<file path="src/bcf_pkg.sv">
// Purpose: Shared constants, types and decoders for the bearer fault link
// Assumes: 10 MHz mclk_i, octet-wide message link between the two ends
// Notes: Message header is discriminator, two reference octets, type
package bcf_pkg;

  // Header layout and limits
  localparam logic [7:0] BCF_PD = 8'h48;
  localparam int BCF_MIN_OCTETS = 4;
  localparam logic [1:0] BCF_MAX_OPT = 2'h2;
  localparam logic [15:0] BCF_REF_RST = 16'h0000;

  // Message types
  localparam logic [7:0] BCF_MT_ALLOC = 8'h20;
  localparam logic [7:0] BCF_MT_DEALLOC = 8'h23;
  localparam logic [7:0] BCF_MT_AUDIT = 8'h26;
  localparam logic [7:0] BCF_MT_FAULT = 8'h28;
  localparam logic [7:0] BCF_MT_FAULT_ACK = 8'h29;
  localparam logic [7:0] BCF_MT_PERR = 8'h2a;

  // Element identifiers, all recognised ones share the upper five bits
  localparam logic [7:0] BCF_IE_BASE = 8'h40;
  localparam logic [7:0] BCF_IE_TS = 8'h41;
  localparam logic [7:0] BCF_IE_PORT = 8'h42;
  localparam logic [7:0] BCF_IE_CAUSE = 8'h43;
  localparam logic [7:0] BCF_IE_DIAG = 8'h44;
  localparam logic [7:0] BCF_IE_LEN1 = 8'h01;
  localparam logic [7:0] BCF_MAND_SLOT = 8'h02;
  localparam logic [7:0] BCF_MAND_CAUSE = 8'h08;

  // Frame lengths sent by the two ends
  localparam logic [3:0] BCF_TX_LEN = 4'ha;
  localparam logic [1:0] BCF_ACK_LAST = 2'h3;

  // Timing
  localparam int BCF_CLK_NS = 100;
  localparam int BCF_TICK_MS = 100;
  localparam int BCF_TICK_CYC = BCF_TICK_MS * 1000000 / BCF_CLK_NS;
  localparam int BCF_T5_MS = 1000;
  localparam int BCF_T5_TICKS = BCF_T5_MS / BCF_TICK_MS;

  // Causes in order of precedence, none last
  typedef enum logic [3:0] {
    BCF_C_SHORT, BCF_C_PD, BCF_C_TYPE, BCF_C_OOS, BCF_C_REP_MAND,
    BCF_C_REP_OPT, BCF_C_MISS, BCF_C_UNREC, BCF_C_NONE
  } bcf_cause_t;

  typedef enum logic [1:0] {
    BCF_P_NONE, BCF_P_FAULT_CFM, BCF_P_FAULT_ERR, BCF_P_FAULT_IND
  } bcf_prim_t;

  function automatic logic bcf_mt_known(input logic [7:0] t);
    return (t >= BCF_MT_ALLOC) && (t <= BCF_MT_PERR);
  endfunction : bcf_mt_known

  function automatic logic bcf_ie_known(input logic [7:0] id);
    return id[7:3] == BCF_IE_BASE[7:3];
  endfunction : bcf_ie_known

  function automatic logic [7:0] bcf_mand_mask(input logic [7:0] t);
    case (t)
      BCF_MT_ALLOC, BCF_MT_DEALLOC, BCF_MT_AUDIT: return BCF_MAND_SLOT;
      BCF_MT_PERR: return BCF_MAND_CAUSE;
      default: return 8'h00;
    endcase
  endfunction : bcf_mand_mask

endpackage : bcf_pkg

</file>
<file path="src/bcf_link_if.sv">
// Purpose: Octet link joining the access end and the exchange end
// Assumes: Both ends on mclk_i, no back-pressure
// Notes: a2l carries access-to-exchange frames, l2a the reverse
`timescale 1ns/100ps
interface bcf_link_if;
  logic a2l_valid;
  logic [7:0] a2l_data;
  logic a2l_last;
  logic l2a_valid;
  logic [7:0] l2a_data;
  logic l2a_last;

  modport an (
    output a2l_valid, a2l_data, a2l_last,
    input l2a_valid, l2a_data, l2a_last
  );
  modport le (
    input a2l_valid, a2l_data, a2l_last,
    output l2a_valid, l2a_data, l2a_last
  );
endinterface : bcf_link_if

</file>
<file path="src/bcf_an_end.sv">
// Purpose: Access end of the bearer control link, fault notification
// Assumes: 10 MHz mclk_i, exchange end on the same clock
// Notes: Sends fault and protocol error frames, validates all input
//
// What this block does
// - Fault request sends fault, starts timer
// - Exchange indicates fault and returns acknowledge
// - Matching acknowledge stops timer, confirms, operational
// - First expiry resends fault, restarts timer
// - Second expiry abandons, signals fault error
// - Under four octets: discard, indicate, no reply
// - Beyond two optionals truncate as repeated
// - Checks in precedence; only survivors dispatched
// - Bad discriminator discarded; access end replies
// - Unknown type discarded; access end replies
// - Lower identifier than predecessor is out-of-sequence
// - Out-of-sequence dropped; mandatory loss then missing
// - Repeated mandatory discards whole message
// - Repeated optional removed, processing continues
// - Missing mandatory discards; first missing reported
// - Unrecognised removed; first one reported
// - Header discriminator, reference, type parsed first
// - Discard leaves fault procedure state untouched
// - Timers within ten percent of setting
`timescale 1ns/100ps
module bcf_an_end #(
  parameter int TICK_CYC = bcf_pkg::BCF_TICK_CYC,
  parameter int T5_TICKS = bcf_pkg::BCF_T5_TICKS
) (
  // Clock and reset
  input wire logic mclk_i,
  input wire logic rst_n_i,
  // Link toward the exchange
  bcf_link_if.an lnk,
  // Fault request from management
  input wire logic flt_req_i,
  input wire logic [7:0] flt_ts_i,
  input wire logic [7:0] flt_port_i,
  // Management primitives
  output logic mgmt_bearer_valid_o,
  output bcf_pkg::bcf_prim_t mgmt_bearer_primitive_o,
  output logic flt_active_o,
  // Protocol error report
  output logic perr_o,
  output bcf_pkg::bcf_cause_t perr_cause_o,
  output logic [7:0] perr_diag_o,
  // Dispatch of accepted messages
  output logic rx_ok_o,
  output logic [7:0] rx_type_o,
  output logic [15:0] rx_ref_o
);
  import bcf_pkg::*;

  localparam int PW = $clog2(TICK_CYC);

  typedef enum logic {ST_OPER, ST_REPORT} bcf_an_state_t;

  bcf_an_state_t st;
  logic retried;
  logic [15:0] flt_ref, pe_ref;
  logic [7:0] flt_ts, flt_port, pe_diag;
  bcf_cause_t pe_cause;
  logic [PW-1:0] pre;
  logic [7:0] tcnt;
  logic tick, start, ack_hit, expire, resend, abandon, flt_fire, pe_fire;
  logic flt_pend, pe_pend, go_flt, go_pe, busy, kind_flt;
  logic [3:0] idx;
  logic [7:0] oct;
  logic tx_v, tx_last;
  logic [7:0] tx_d;
  logic ck_ok, ck_err, ck_disc;
  bcf_cause_t ck_cause;
  logic [7:0] ck_diag, ck_type;
  logic [15:0] ck_ref;

  bcf_msg_check u_check (
    .mclk_i(mclk_i),
    .rst_n_i(rst_n_i),
    .rx_valid_i(lnk.l2a_valid),
    .rx_data_i(lnk.l2a_data),
    .rx_last_i(lnk.l2a_last),
    .ok_o(ck_ok),
    .err_o(ck_err),
    .disc_o(ck_disc),
    .cause_o(ck_cause),
    .diag_o(ck_diag),
    .type_o(ck_type),
    .ref_o(ck_ref),
    .val_o()
  );

  assign perr_o = ck_err;
  assign perr_cause_o = ck_cause;
  assign perr_diag_o = ck_diag;
  assign rx_ok_o = ck_ok;
  assign rx_type_o = ck_type;
  assign rx_ref_o = ck_ref;
  assign lnk.a2l_valid = tx_v;
  assign lnk.a2l_data = tx_d;
  assign lnk.a2l_last = tx_last;

  // Procedure events; an acknowledge beats an expiry in the same cycle
  assign tick = pre == PW'(TICK_CYC - 1);
  assign start = st == ST_OPER && flt_req_i;
  assign ack_hit = st == ST_REPORT && ck_ok && ck_type == BCF_MT_FAULT_ACK
                   && ck_ref == flt_ref;
  assign expire = st == ST_REPORT && tick && tcnt == 8'(T5_TICKS - 1) && !ack_hit;
  assign resend = expire && !retried;
  assign abandon = expire && retried;
  assign flt_fire = start || resend;
  assign pe_fire = ck_err && ck_cause != BCF_C_SHORT;

  // Fault procedure state
  always_ff @(posedge mclk_i) begin
    if (!rst_n_i) begin
      st <= ST_OPER;
      retried <= 1'b0;
      flt_active_o <= 1'b0;
      flt_ref <= BCF_REF_RST;
      flt_ts <= 8'h00;
      flt_port <= 8'h00;
    end else if (start) begin
      st <= ST_REPORT;
      retried <= 1'b0;
      flt_active_o <= 1'b1;
      flt_ref <= flt_ref + 16'h0001;
      flt_ts <= flt_ts_i;
      flt_port <= flt_port_i;
    end else if (ack_hit || abandon) begin
      st <= ST_OPER;
      flt_active_o <= 1'b0;
    end else if (resend) begin
      retried <= 1'b1;
    end
  end

  // Prescaler restarts with the timer so the first tick is never short
  always_ff @(posedge mclk_i) begin
    if (!rst_n_i || flt_fire) begin
      pre <= '0;
      tcnt <= 8'h00;
    end else begin
      pre <= tick ? '0 : pre + 1'b1;
      if (tick) begin
        tcnt <= tcnt + 8'h01;
      end
    end
  end

  // Management primitives
  always_ff @(posedge mclk_i) begin
    if (!rst_n_i) begin
      mgmt_bearer_valid_o <= 1'b0;
      mgmt_bearer_primitive_o <= BCF_P_NONE;
    end else begin
      mgmt_bearer_valid_o <= ack_hit || abandon;
      if (ack_hit) begin
        mgmt_bearer_primitive_o <= BCF_P_FAULT_CFM;
      end else if (abandon) begin
        mgmt_bearer_primitive_o <= BCF_P_FAULT_ERR;
      end else begin
        mgmt_bearer_primitive_o <= BCF_P_NONE;
      end
    end
  end

  // Pending frames; a new request wins over the clear of the old one
  assign go_flt = !busy && !tx_v && flt_pend;
  assign go_pe = !busy && !tx_v && pe_pend && !flt_pend;

  always_ff @(posedge mclk_i) begin
    if (!rst_n_i) begin
      flt_pend <= 1'b0;
      pe_pend <= 1'b0;
      pe_ref <= 16'h0000;
      pe_cause <= BCF_C_NONE;
      pe_diag <= 8'h00;
    end else begin
      flt_pend <= flt_fire || (flt_pend && !go_flt);
      pe_pend <= pe_fire || (pe_pend && !go_pe);
      // Only the newest error is kept while one waits
      if (pe_fire) begin
        pe_ref <= ck_ref;
        pe_cause <= ck_cause;
        pe_diag <= ck_diag;
      end
    end
  end

  // Frame octets: header, then two one-octet elements
  always_comb begin
    case (idx)
      4'h0: oct = BCF_PD;
      4'h1: oct = kind_flt ? flt_ref[15:8] : pe_ref[15:8];
      4'h2: oct = kind_flt ? flt_ref[7:0] : pe_ref[7:0];
      4'h3: oct = kind_flt ? BCF_MT_FAULT : BCF_MT_PERR;
      4'h4: oct = kind_flt ? BCF_IE_TS : BCF_IE_CAUSE;
      4'h6: oct = kind_flt ? flt_ts : 8'(pe_cause);
      4'h7: oct = kind_flt ? BCF_IE_PORT : BCF_IE_DIAG;
      4'h9: oct = kind_flt ? flt_port : pe_diag;
      default: oct = BCF_IE_LEN1;
    endcase
  end

  // Serialiser; idle cycle after each frame keeps the far checker in step
  always_ff @(posedge mclk_i) begin
    if (!rst_n_i) begin
      busy <= 1'b0;
      kind_flt <= 1'b0;
      idx <= 4'h0;
      tx_v <= 1'b0;
      tx_d <= 8'h00;
      tx_last <= 1'b0;
    end else if (busy) begin
      tx_v <= 1'b1;
      tx_d <= oct;
      tx_last <= idx == BCF_TX_LEN - 4'h1;
      idx <= idx + 4'h1;
      if (idx == BCF_TX_LEN - 4'h1) begin
        busy <= 1'b0;
      end
    end else begin
      tx_v <= 1'b0;
      tx_last <= 1'b0;
      idx <= 4'h0;
      if (go_flt || go_pe) begin
        busy <= 1'b1;
        kind_flt <= go_flt;
      end
    end
  end

endmodule : bcf_an_end

</file>
<file path="src/bcf_msg_check.sv">
// Purpose: Received message validation shared by both ends
// Assumes: At least one idle cycle between the last octet and a new message
// Notes: Verdict appears two cycles after the last octet
`timescale 1ns/100ps
module bcf_msg_check (
  // Clock and reset
  input wire logic mclk_i,
  input wire logic rst_n_i,
  // Octet stream in
  input wire logic rx_valid_i,
  input wire logic [7:0] rx_data_i,
  input wire logic rx_last_i,
  // Verdict
  output logic ok_o,
  output logic err_o,
  output logic disc_o,
  output bcf_pkg::bcf_cause_t cause_o,
  output logic [7:0] diag_o,
  output logic [7:0] type_o,
  output logic [15:0] ref_o,
  output logic [7:0][7:0] val_o
);
  import bcf_pkg::*;

  typedef enum logic [1:0] {PH_HDR, PH_ID, PH_LEN, PH_BODY} bcf_phase_t;

  bcf_phase_t phase;
  logic [1:0] hpos;
  logic hdr_done, pd_bad, have_prev, trunc, keep_cur, rep_mand, done;
  logic keep, third;
  logic [7:0] mtype, prev_id, len_rem, cur_diag, fdiag, first_miss;
  logic [7:0] seen, mand, miss;
  logic [15:0] mref;
  logic [1:0] opt_cnt;
  logic [2:0] idx, cur_idx;
  logic disc;
  bcf_cause_t cur_cause, ev, fcause;
  logic [7:0] vals [8];

  assign idx = rx_data_i[2:0];
  assign mand = bcf_mand_mask(mtype);
  assign miss = mand & ~seen;

  // Classify each element identifier as it arrives
  always_comb begin
    ev = BCF_C_NONE;
    keep = 1'b0;
    third = 1'b0;
    if (phase == PH_ID) begin
      if (trunc) begin
        ev = BCF_C_REP_OPT;
      end else if (!bcf_ie_known(rx_data_i)) begin
        ev = BCF_C_UNREC;
      end else if (have_prev && rx_data_i < prev_id) begin
        ev = BCF_C_OOS;
      end else if (seen[idx]) begin
        ev = mand[idx] ? BCF_C_REP_MAND : BCF_C_REP_OPT;
      end else if (!mand[idx] && opt_cnt == BCF_MAX_OPT) begin
        ev = BCF_C_REP_OPT;
        third = 1'b1;
      end else begin
        keep = 1'b1;
      end
    end
  end

  always_ff @(posedge mclk_i) begin
    done <= rst_n_i && rx_valid_i && rx_last_i;
  end

  // Scratch parse state; cleared after every verdict so nothing leaks on
  always_ff @(posedge mclk_i) begin
    if (!rst_n_i || done) begin
      phase <= PH_HDR;
      hpos <= 2'h0;
      {hdr_done, pd_bad, have_prev, trunc, keep_cur, rep_mand} <= 6'h00;
      {mtype, prev_id, len_rem, cur_diag, seen} <= 40'h0;
      mref <= 16'h0000;
      opt_cnt <= 2'h0;
      cur_idx <= 3'h0;
      cur_cause <= BCF_C_NONE;
      for (int i = 0; i < 8; i++) begin
        vals[i] <= 8'h00;
      end
    end else if (rx_valid_i) begin
      case (phase)
        PH_HDR: begin
          hpos <= hpos + 2'h1;
          case (hpos)
            2'h0: pd_bad <= rx_data_i != BCF_PD;
            2'h1: mref[15:8] <= rx_data_i;
            2'h2: mref[7:0] <= rx_data_i;
            default: begin
              mtype <= rx_data_i;
              hdr_done <= 1'b1;
              phase <= PH_ID;
            end
          endcase
        end
        PH_ID: begin
          if (ev < cur_cause) begin
            cur_cause <= ev;
            cur_diag <= rx_data_i;
          end
          if (ev == BCF_C_REP_MAND) begin
            rep_mand <= 1'b1;
          end
          if (third) begin
            trunc <= 1'b1;
          end
          if (keep) begin
            seen[idx] <= 1'b1;
            prev_id <= rx_data_i;
            have_prev <= 1'b1;
            if (!mand[idx]) begin
              opt_cnt <= opt_cnt + 2'h1;
            end
          end
          keep_cur <= keep;
          cur_idx <= idx;
          phase <= PH_LEN;
        end
        PH_LEN: begin
          len_rem <= rx_data_i;
          phase <= (rx_data_i == 8'h00) ? PH_ID : PH_BODY;
        end
        default: begin
          if (keep_cur) begin
            vals[cur_idx] <= rx_data_i;
          end
          len_rem <= len_rem - 8'h01;
          if (len_rem == 8'h01) begin
            phase <= PH_ID;
          end
        end
      endcase
    end
  end

  // Final verdict in precedence order
  always_comb begin
    first_miss = BCF_IE_BASE;
    for (int i = 7; i >= 0; i--) begin
      if (miss[i]) begin
        first_miss = BCF_IE_BASE | 8'(i);
      end
    end
    fcause = cur_cause;
    fdiag = cur_diag;
    if (!hdr_done) begin
      fcause = BCF_C_SHORT;
      fdiag = 8'h00;
    end else if (pd_bad) begin
      fcause = BCF_C_PD;
      fdiag = 8'h00;
    end else if (!bcf_mt_known(mtype)) begin
      fcause = BCF_C_TYPE;
      fdiag = mtype;
    end else if (miss != 8'h00 && cur_cause > BCF_C_MISS) begin
      fcause = BCF_C_MISS;
      fdiag = first_miss;
    end
    disc = !hdr_done || pd_bad || !bcf_mt_known(mtype) || rep_mand || miss != 8'h00;
  end

  // Results change only at a verdict, bar ok and err falling a cycle later; discarded element values never land
  always_ff @(posedge mclk_i) begin
    if (!rst_n_i) begin
      {ok_o, err_o, disc_o} <= 3'h0;
      cause_o <= BCF_C_NONE;
      {diag_o, type_o} <= 16'h0000;
      ref_o <= 16'h0000;
      val_o <= '0;
    end else if (done) begin
      ok_o <= !disc;
      err_o <= fcause != BCF_C_NONE;
      disc_o <= disc;
      cause_o <= fcause;
      diag_o <= fdiag;
      type_o <= mtype;
      ref_o <= mref;
      if (!disc) begin
        for (int i = 0; i < 8; i++) begin
          val_o[i] <= vals[i];
        end
      end
    end else begin
      ok_o <= 1'b0;
      err_o <= 1'b0;
    end
  end

endmodule : bcf_msg_check

</file>
<file path="src/flat_wrapper.sv">
// flat-port wrapper written by rule: the top's interface ports become plain ports
module bcf_an_end_flat import bcf_pkg::*;
#(
  parameter int TICK_CYC = bcf_pkg::BCF_TICK_CYC,
  parameter int T5_TICKS = bcf_pkg::BCF_T5_TICKS
)
  (mclk_i, rst_n_i, flt_req_i, flt_ts_i, flt_port_i, mgmt_bearer_valid_o, mgmt_bearer_primitive_o, flt_active_o, perr_o, perr_cause_o, perr_diag_o, rx_ok_o, rx_type_o, rx_ref_o, lnk_a2l_valid, lnk_a2l_data, lnk_a2l_last, lnk_l2a_valid, lnk_l2a_data, lnk_l2a_last);
  bcf_link_if lnk_i ();
  input wire logic mclk_i;
  input wire logic rst_n_i;
  input wire logic flt_req_i;
  input wire logic [7:0] flt_ts_i;
  input wire logic [7:0] flt_port_i;
  output logic mgmt_bearer_valid_o;
  output bcf_pkg::bcf_prim_t mgmt_bearer_primitive_o;
  output logic flt_active_o;
  output logic perr_o;
  output bcf_pkg::bcf_cause_t perr_cause_o;
  output logic [7:0] perr_diag_o;
  output logic rx_ok_o;
  output logic [7:0] rx_type_o;
  output logic [15:0] rx_ref_o;
  output wire logic [$bits(lnk_i.a2l_valid)-1:0] lnk_a2l_valid;
  output wire logic [$bits(lnk_i.a2l_data)-1:0] lnk_a2l_data;
  output wire logic [$bits(lnk_i.a2l_last)-1:0] lnk_a2l_last;
  input wire logic [$bits(lnk_i.l2a_valid)-1:0] lnk_l2a_valid;
  input wire logic [$bits(lnk_i.l2a_data)-1:0] lnk_l2a_data;
  input wire logic [$bits(lnk_i.l2a_last)-1:0] lnk_l2a_last;
  assign lnk_a2l_valid = lnk_i.a2l_valid;
  assign lnk_a2l_data = lnk_i.a2l_data;
  assign lnk_a2l_last = lnk_i.a2l_last;
  assign lnk_i.l2a_valid = lnk_l2a_valid;
  assign lnk_i.l2a_data = lnk_l2a_data;
  assign lnk_i.l2a_last = lnk_l2a_last;
  bcf_an_end #(.TICK_CYC(TICK_CYC), .T5_TICKS(T5_TICKS)) u_core (.mclk_i(mclk_i), .rst_n_i(rst_n_i), .lnk(lnk_i), .flt_req_i(flt_req_i), .flt_ts_i(flt_ts_i), .flt_port_i(flt_port_i), .mgmt_bearer_valid_o(mgmt_bearer_valid_o), .mgmt_bearer_primitive_o(mgmt_bearer_primitive_o), .flt_active_o(flt_active_o), .perr_o(perr_o), .perr_cause_o(perr_cause_o), .perr_diag_o(perr_diag_o), .rx_ok_o(rx_ok_o), .rx_type_o(rx_type_o), .rx_ref_o(rx_ref_o));
endmodule
</file>
<file path="config.mk">
export PLATFORM = sky130hd
export DESIGN_NAME = bcf_an_end_flat
export DESIGN_NICKNAME = d
export VERILOG_FILES = /design/src/bcf_pkg.sv /design/src/bcf_link_if.sv /design/src/bcf_an_end.sv /design/src/bcf_msg_check.sv /design/src/flat_wrapper.sv
export SDC_FILE = /design/constraint.sdc
export NUM_CORES = 1
export LEC_CHECK = 0
export BUFFER_PORTS_ARGS = -buffer_cell sky130_fd_sc_hd__buf_4
export CAP_MARGIN = 5
export CELL_PAD_IN_SITES_DETAIL_PLACEMENT = 1
export CELL_PAD_IN_SITES_GLOBAL_PLACEMENT = 1
export CORE_ASPECT_RATIO = 1.75
export CORE_MARGIN = 10
export CORE_UTILIZATION = 52
export DETAILED_ROUTE_END_ITERATION = 8
export GPL_TIMING_DRIVEN = 0
export PLACE_DENSITY = 0.95
export SYNTH_ARGS = -nofsm -noshare
export SYNTH_HDL_FRONTEND = slang
export SYNTH_HIERARCHICAL = 1
export SYNTH_SLANG_ARGS = --single-unit
</file>
<file path="constraint.sdc">
create_clock -name mclk_i -period 10.91 [get_ports mclk_i]
set_input_delay 2.182 -clock mclk_i [delete_from_list [all_inputs] [get_ports mclk_i]]
set_output_delay 2.182 -clock mclk_i [all_outputs]
set_load 0.01 [all_outputs]
</file>
==> impl_metrics.toml, run 1 <==
[run_status]
status = "complete, no violations"

[synthesis]
syn_nets = 1290
netlist_instances = 1232
yosys_warnings = 6
syn_area_per_cell_sq_um = 8.41
synth_area_sq_mm = 0.0104

[final_layout]
final_core_util_pct = 60.8
antennaDiodeCount = 0
layout-drive-gt1-share_pct = 10.8
fin_nets = 1391
synthToLayoutAreaGrowth_pct = 15.3

[sta]
relSlewSlack_pct = 32.4
hold_viol = 0
period_share_pct = 51.6
rsz0062_at_grt = "false"
clock.fmax_mhz = 178
clock-skew-final_ns = 0.0268
slew_violations = 0
worst_slew_pin_slew_ns = 0.989
fin_tns_setup_ns = 0
layout_min_cycle_time_ns = 5.63
whs_ns = 0.459
setup_viol = 0

[floorplan]
die_w_microns = 127
coreArea_sq_mm = 0.0197
die_y_microns = 207
start_util_pct = 52.7
ios = 81
design.die.area_sq_mm = 0.0262
rows = 68

[worst_setup_path]
path_class = "input port to flip-flop"
cp-end-kind = "flip-flop"
cp.arrival_ns = 6.06
worstPathRequired_ns = 11.34
crit_fanout = 10
critPathLaunchType = "input port"

[flow_run]
cap_violations = 0

[routing]
postRouteAntennaNets = 0
vias = 10200
drtPass1Iterations = 5
drc = 0
drt-initial-drc-count = 898
wire_per_inst_microns = 24.9
vias_per_cell = 6.41
wl_microns = 39600

[clocking]
cts_tree = "done"
cts_hold_buf = 0
cts_resized = 0
cts_post_setup_buffers_inserted = 0
clockBufferDepth = 3
cts.sinks = 221
path_clk_slew_ns = 0.06
clk_latency_ns = 0.52
cts_made_buffers = 22
clockRootBuffer = "clkbuf_16"
cts_max_level = 1

[grt]
grt_first_pass_wirelength_microns = 61900
track_usage_pct = 29.2
grt_overflow_total = 0
grt_max_degree = 15
antenna_found_initial = 0
grt_pass1_vias = 11200

[placed_design]
io_buffers = 77
dpl.hpwl_microns = 27400
place_congestion = 0.904

[power_and_ir_drop]
p_per_area_mw_per_mm2 = 144
vdd_drop_max_mv = 0.128
leakage_uw = 0.00446

[worst_hold_path]
min_path_type = "flip-flop to flip-flop"
==> power by group <==
part / internal, uW / leakage (uW) / switching (uW)
registers: 820 / 0.00179 / 15.5
clock network: 421 / 0.000342 / 331
logic: 42.9 / 0.00233 / 84.2
==> cell usage in the layout (no fill, tap or decap), types with 17 or more instances in the layout <==
cell type,count
dfxtp_1,221
nand2_1,194
nor2_1,104
a21oi_1,90
buf_4,78
clkbuf_1,71
mux2i_1,51
inv_1,41
xnor2_1,41
nand3_1,35
nor2b_1,30
nor3_1,30
o21ai_0,29
ha_1,29
clkbuf_16,23
nand4_1,17
a22oi_1,17
==> final cells by class <==
type / instances / area [sq um]
Fill cell: 2378 / 7710
Multi-Input combinational cell: 881 / 5420
Sequential cell: 221 / 4420
Clock buffer: 34 / 667
Timing Repair Buffer: 77 / 578
Buffer: 89 / 364
Tap cell: 245 / 307
Inverter: 41 / 154
Clock inverter: 5 / 31.3
==> stage by stage <==
stage                     cells  instance area (sq um)  power [uW]  worst slack, ns
after floorplan            1232                  10400         921             5.94
after global placement     1554                  11200         966             5.34
after detailed placement   1554                  11200         972             5.22
after CTS                  1593                  11900        1720             5.52
after global routing       1593                  11900        1760             5.15
final                      1593                  11900        1710             5.28
==> registers in the layout, indices dropped and copies added (netlist names), 16 cells and up <==
register,flops
u_core/u_check/mref,16
u_core/pe_ref,16
u_core/pre,20
u_core/flt_ref,16
u_core/u_check/ref_o,16
==> per-layer routing <==
| layer | vias to the layer above | share of wire, % | track usage (%) |
|---|---|---|---|
| met4 | 0 | 8.1 | 22.4 |
| met2 | 522 | 52 | 54.9 |
| li1 | 4488 | - | - |
| met1 | 4986 | 34 | 27.5 |
| met5 | - | 0 | 0 |
| met3 | 219 | 6.0 | 4.63 |
==> final timing paths <==
path / start / end / slack (ns) / depth (start not counted)
setup / recovery: lnk_l2a_data[4] / u_core/u_check/cur_diag[2] / 5.28 / 12
hold / removal: u_core/pe_diag[0] / u_core/pe_diag[0] / 0.46 / 2
setup reg to reg: u_core/u_check/mtype[5] / u_core/u_check/cur_diag[2] / 6.88 / 11
hold reg to reg: u_core/pe_diag[0] / u_core/pe_diag[0] / 0.46 / 2
==> critical path: stages <==
cell       delay (ns)
buf_4            0.17
nor3_1           0.71
nand4bb_1        0.39
or4_1            0.61
a2bb2oi_1        0.17
and2_1           0.23
ha_1             0.18
a211oi_1         0.40
o21a_1           0.33
o21a_1           0.23
buf_6            0.18
mux2i_1          0.26
(Power assumes the default switching activity.)
==> run 2: changes to the inputs <==
Settings changed: CORE_UTILIZATION 52 to 49, PLACE_DENSITY 0.95 to 0.93.
Clock period 10.91 ns to 5.7 ns, I/O delays scaled along.
==> impl_metrics.toml, run 2 (same netlist as run 1, synthesis figures left out) <==
[placed_design]
io_buffers = 77
dpl_worst_slack_ns = 1.17
place_congestion = 0.947
postPlaceCellArea_sq_mm = 0.0113
dpl.hpwl_microns = 26200

[sta]
clock.fmax_mhz = 244
layout_min_cycle_time_ns = 4.09
slew_violations = 0
relSlewSlack_pct = 41.2
fin_tns_setup_ns = 0
worst_slew_pin_slew_ns = 0.874
clock-skew-final_ns = 0.0193
period_share_pct = 71.8
setup_viol = 0
rsz0062_at_grt = "false"
setup_slack_ns = 1.61
hold_viol = 0

[floorplan]
design.die.area_sq_mm = 0.0276
ios = 81
rows = 70
coreArea_sq_mm = 0.0208
start_util_pct = 49.7
die_y_microns = 212
die_w_microns = 130

[final_layout]
layout-drive-gt1-share_pct = 10.8
fillers = 2513
most-common-layout-cells = "dfxtp_1, nand2_1, nor2_1"
top_register = "u_core/pre"
final_area_sq_mm = 0.0120
layout_commonest_cell = "dfxtp_1"
largest_reg_flops = 20
regArea_sq_mm = 0.00442
multi_input_area_sq_mm = 0.00542
synthToLayoutAreaGrowth_pct = 15.7
antennaDiodeCount = 0
fin_nets = 1391

[grt]
antenna_found_initial = 0
grt_overflow_total = 0
grt_max_degree = 15
track_usage_pct = 25.9
grt_first_pass_wirelength_microns = 56700
grt_pass1_vias = 10500

[worst_setup_path]
critPathLaunchType = "input port"
crit_fanout = 6
cp-end-kind = "flip-flop"
cp.arrival_ns = 4.51
path_class = "input port to flip-flop"
worstPathRequired_ns = 6.12

[clocking]
path_clk_slew_ns = 0.07
cts.sinks = 221
clk_latency_ns = 0.52
cts_tree = "done"
cts_max_level = 1
cts_hold_buf = 0
clockRootBuffer = "clkbuf_16"
clockBufferDepth = 3
cts_resized = 0
cts_post_setup_buffers_inserted = 0
cts_made_buffers = 22

[power_and_ir_drop]
switching_share_pct = 24.1
p_int_uw = 2530
p_comb_share_pct = 7.1
pwr-share-clk_pct = 44.9
p_per_area_mw_per_mm2 = 278
leakage_uw = 0.00448
p_seq_share_pct = 48.0
vdd_drop_max_mv = 0.238
p_switching_uw = 801

[routing]
drtPass1Iterations = 5
drt-initial-drc-count = 650
wl_microns = 36300
vias = 9783
drc = 0
vias_per_cell = 6.12
wire_per_inst_microns = 22.7
postRouteAntennaNets = 0

[run_status]
status = "complete, no violations"

[worst_hold_path]
min_path_type = "flip-flop to flip-flop"

[flow_run]
cap_violations = 0
## run 2: final timing paths
check	from	cells past startpoint	slack [ns]	end
max	lnk_l2a_data[4]	12	1.61	u_core/u_check/cur_cause[1]
min	u_core/pe_diag[0]	2	0.46	u_core/pe_diag[0]
max reg2reg	u_core/u_check/mtype[1]	12	1.97	u_core/u_check/cur_cause[1]
min reg2reg	u_core/pe_diag[0]	2	0.46	u_core/pe_diag[0]
## run 2: cell type report
type | count | area share (%)
sequential | 221 | 36.9
timing repair buffer | 77 | 4.82
inverter | 41 | 1.28
tap | 252 | 2.63
clock inverter | 6 | 0.699
buffer | 89 | 3.04
multi-input combinational | 881 | 45.2
clock buffer | 31 | 5.39
## run 2: per-stage QoR
step / hold WS [ns] / util, % / std cells / total power (uW)
finish: 0.456 / 57.5 / 1598 / 3330
global route: 0.480 / 57.5 / 1598 / 3430
CTS: 0.458 / 57.5 / 1598 / 3340
detailed placement: 0.450 / 54.0 / 1561 / 1860
global placement: 0.435 / 54.0 / 1561 / 1850
floorplan: 0.418 / - / 1232 / 1760
## run 2: per-layer routing
layer | vias to the layer above | global-route usage (%) | part of all wire [%]
met2 | 387 | 48.4 | 53
met3 | 153 | 3.59 | 4.9
li1 | 4493 | - | -
met1 | 4750 | 25.3 | 35
met4 | 0 | 17.9 | 7.5
met5 | - | 0 | 0
## run 2: power by group through the flow
stage	clock network, uW	logic, uW	registers [uW]
after floorplan	0	140	1620
after global placement	0	220	1630
after detailed placement	0	229	1630
after CTS	1510	233	1600
after global routing	1570	256	1600
final	1500	236	1600
## run 2: worst max-delay path, stage by stage
cell and delay (ns):
buf_4 0.17, nor3_1 0.47, nand4bb_1 0.36, or4_1 0.61, a2bb2oi_1 0.18, and2_1 0.21
ha_1 0.17, a211oi_1 0.28, o21a_1 0.28, nand2_1 0.13, or4_1 0.42, o31ai_1 0.08
==> run 3: changes to the inputs <==
Clock period 5.7 ns to 3.9 ns, I/O delays scaled along.
==> impl_metrics.toml, run 3 (same netlist as run 1, synthesis figures left out) <==
[sta]
rsz0062_at_grt = "false"
period_share_pct = 96.7
setup_viol = 0
layout_min_cycle_time_ns = 3.77
clock.fmax_mhz = 265
hold_viol = 0
slew_violations = 0
relSlewSlack_pct = 42.3
clock-skew-final_ns = 0.0192
setup_slack_ns = 0.129
worst_slew_pin_slew_ns = 0.857

[flow_run]
cap_violations = 0

[power_and_ir_drop]
p_comb_share_pct = 7.1
p_seq_share_pct = 48.0
leakage_uw = 0.00447
p_switching_uw = 1170
p_int_uw = 3700
power_uw = 4870
switching_share_pct = 24.1
pwr-share-clk_pct = 44.9
vdd_drop_max_mv = 0.348
p_per_area_mw_per_mm2 = 406

[final_layout]
antennaDiodeCount = 0
fin_nets = 1390
synthToLayoutAreaGrowth_pct = 15.6
largest_reg_flops = 20
final_area_sq_mm = 0.0120
layout_commonest_cell = "dfxtp_1"
top_register = "u_core/pre"
most-common-layout-cells = "dfxtp_1, nand2_1, nor2_1"
fillers = 2512
layout-drive-gt1-share_pct = 10.9

[clocking]
cts_hold_buf = 0
cts_made_buffers = 22
clk_latency_ns = 0.52
path_clk_slew_ns = 0.06
cts_tree = "done"
cts_max_level = 1
cts_resized = 0
clockRootBuffer = "clkbuf_16"
cts_post_setup_buffers_inserted = 0
cts.sinks = 221
clockBufferDepth = 3

[grt]
grt_pass1_vias = 10500
grt_first_pass_wirelength_microns = 56700
grt_max_degree = 15
track_usage_pct = 25.9
antenna_found_initial = 0
grt_overflow_total = 0

[floorplan]
die_y_microns = 212
ios = 81
coreArea_sq_mm = 0.0208
die_w_microns = 130
rows = 70
start_util_pct = 49.7
design.die.area_sq_mm = 0.0276

[worst_hold_path]
worstHoldPathCells = 2
min_path_type = "flip-flop to flip-flop"
min-delay-start = "u_core/pe_diag[0]"
min_to = "u_core/pe_diag[0]"

[worst_setup_path]
slowest_delay_ns = 0.61
ff2ff_setup_slack_ns = 0.23
crit_top_cell = "or4_1"
r2r_start = "u_core/u_check/mtype[2]"
critPathLaunchType = "input port"
crit_fanout = 6
cp-startpoint = "lnk_l2a_data[4]"
r2r_cells = 12
cp-end-kind = "flip-flop"
path_class = "input port to flip-flop"
worstPathRequired_ns = 4.32
cp_cell_sequence = "buf_4 -> nor3_1 -> nand4bb_1 -> or4_1 -> a2bb2oi_1 -> and2_1 -> ha_1 -> a211oi_1 -> o21a_1 -> nand2_1 -> or4_1 -> o31ai_1"
cp.arrival_ns = 4.19
crit_path_top_delay_cell = "or4_1"
r2r-end = "u_core/u_check/cur_cause[1]"

[placed_design]
io_buffers = 77
dpl.hpwl_microns = 26200
place_congestion = 0.947
dpl_worst_slack_ns = -0.273
postPlaceCellArea_sq_mm = 0.0113

[routing]
wire_per_inst_microns = 22.8
drt-initial-drc-count = 632
postRouteAntennaNets = 0
vias_per_cell = 6.12
drtPass1Iterations = 5
vias = 9781
drc = 0
wl_microns = 36400

[run_status]
status = "complete, no violations"
[run 3: worst max-delay path by stage]
stage,endpoint,cells after the start
2_1_floorplan,u_core/u_check/cur_cause[1],12
6_report,u_core/u_check/cur_cause[1],12
3_3_place_gp,u_core/u_check/cur_cause[1],12
4_1_cts,u_core/u_check/cur_cause[1],12
3_5_place_dp,u_core/u_check/cur_cause[1],12
5_1_grt,u_core/u_check/cur_cause[1],12
[run 3: power by group through the flow]
stage	Clock [uW]	Combinational, uW	Sequential (uW)
6_report	2190	344	2340
3_3_place_gp	0	322	2380
5_1_grt	2300	374	2340
4_1_cts	2210	341	2330
3_5_place_dp	0	335	2380
2_1_floorplan	0	204	2370
[run 3: layer usage]
layer	share of wire [%]	vias to the layer above	track usage (%)
met5	0	-	0
met4	7.4	0	17.9
met3	4.7	145	3.59
met2	53	354	48.4
met1	35	4802	25.3
li1	-	4480	-
[run 3: area by class of cell]
class,instances,area (sq um),share of cell area (%)
multi-input cells,881,5420,45.2
repair buffers,77,578,4.82
plain buffers,88,360,3.01
inverters,41,154,1.28
well taps,252,315,2.63
flip-flops and latches,221,4420,36.9
clock inverters,6,83.8,0.700
clock buffers,31,646,5.39
[run 3: critical path, delay by kind of cell]
family | cells | cell delay, ns
AO/OA/AOI/OAI | 4 | 0.83
AND/OR/NAND/NOR | 6 | 2.23
buffers and inverters | 1 | 0.17
adder cells (fa/ha/maj) | 1 | 0.17
[run 3: stage by stage]
| stage | utilization [%] | setup TNS (ns) | std cells | hold WS (ns) |
|---|---|---|---|---|
| 3_5_place_dp | 54.0 | -2.46 | 1561 | 0.450 |
| 5_1_grt | 57.5 | 0 | 1597 | 0.480 |
| 4_1_cts | 57.5 | 0 | 1598 | 0.458 |
| 2_1_floorplan | - | 0 | 1232 | 0.418 |
| 3_3_place_gp | 54.0 | -1.37 | 1561 | 0.435 |
| 6_report | 57.5 | 0 | 1597 | 0.456 |
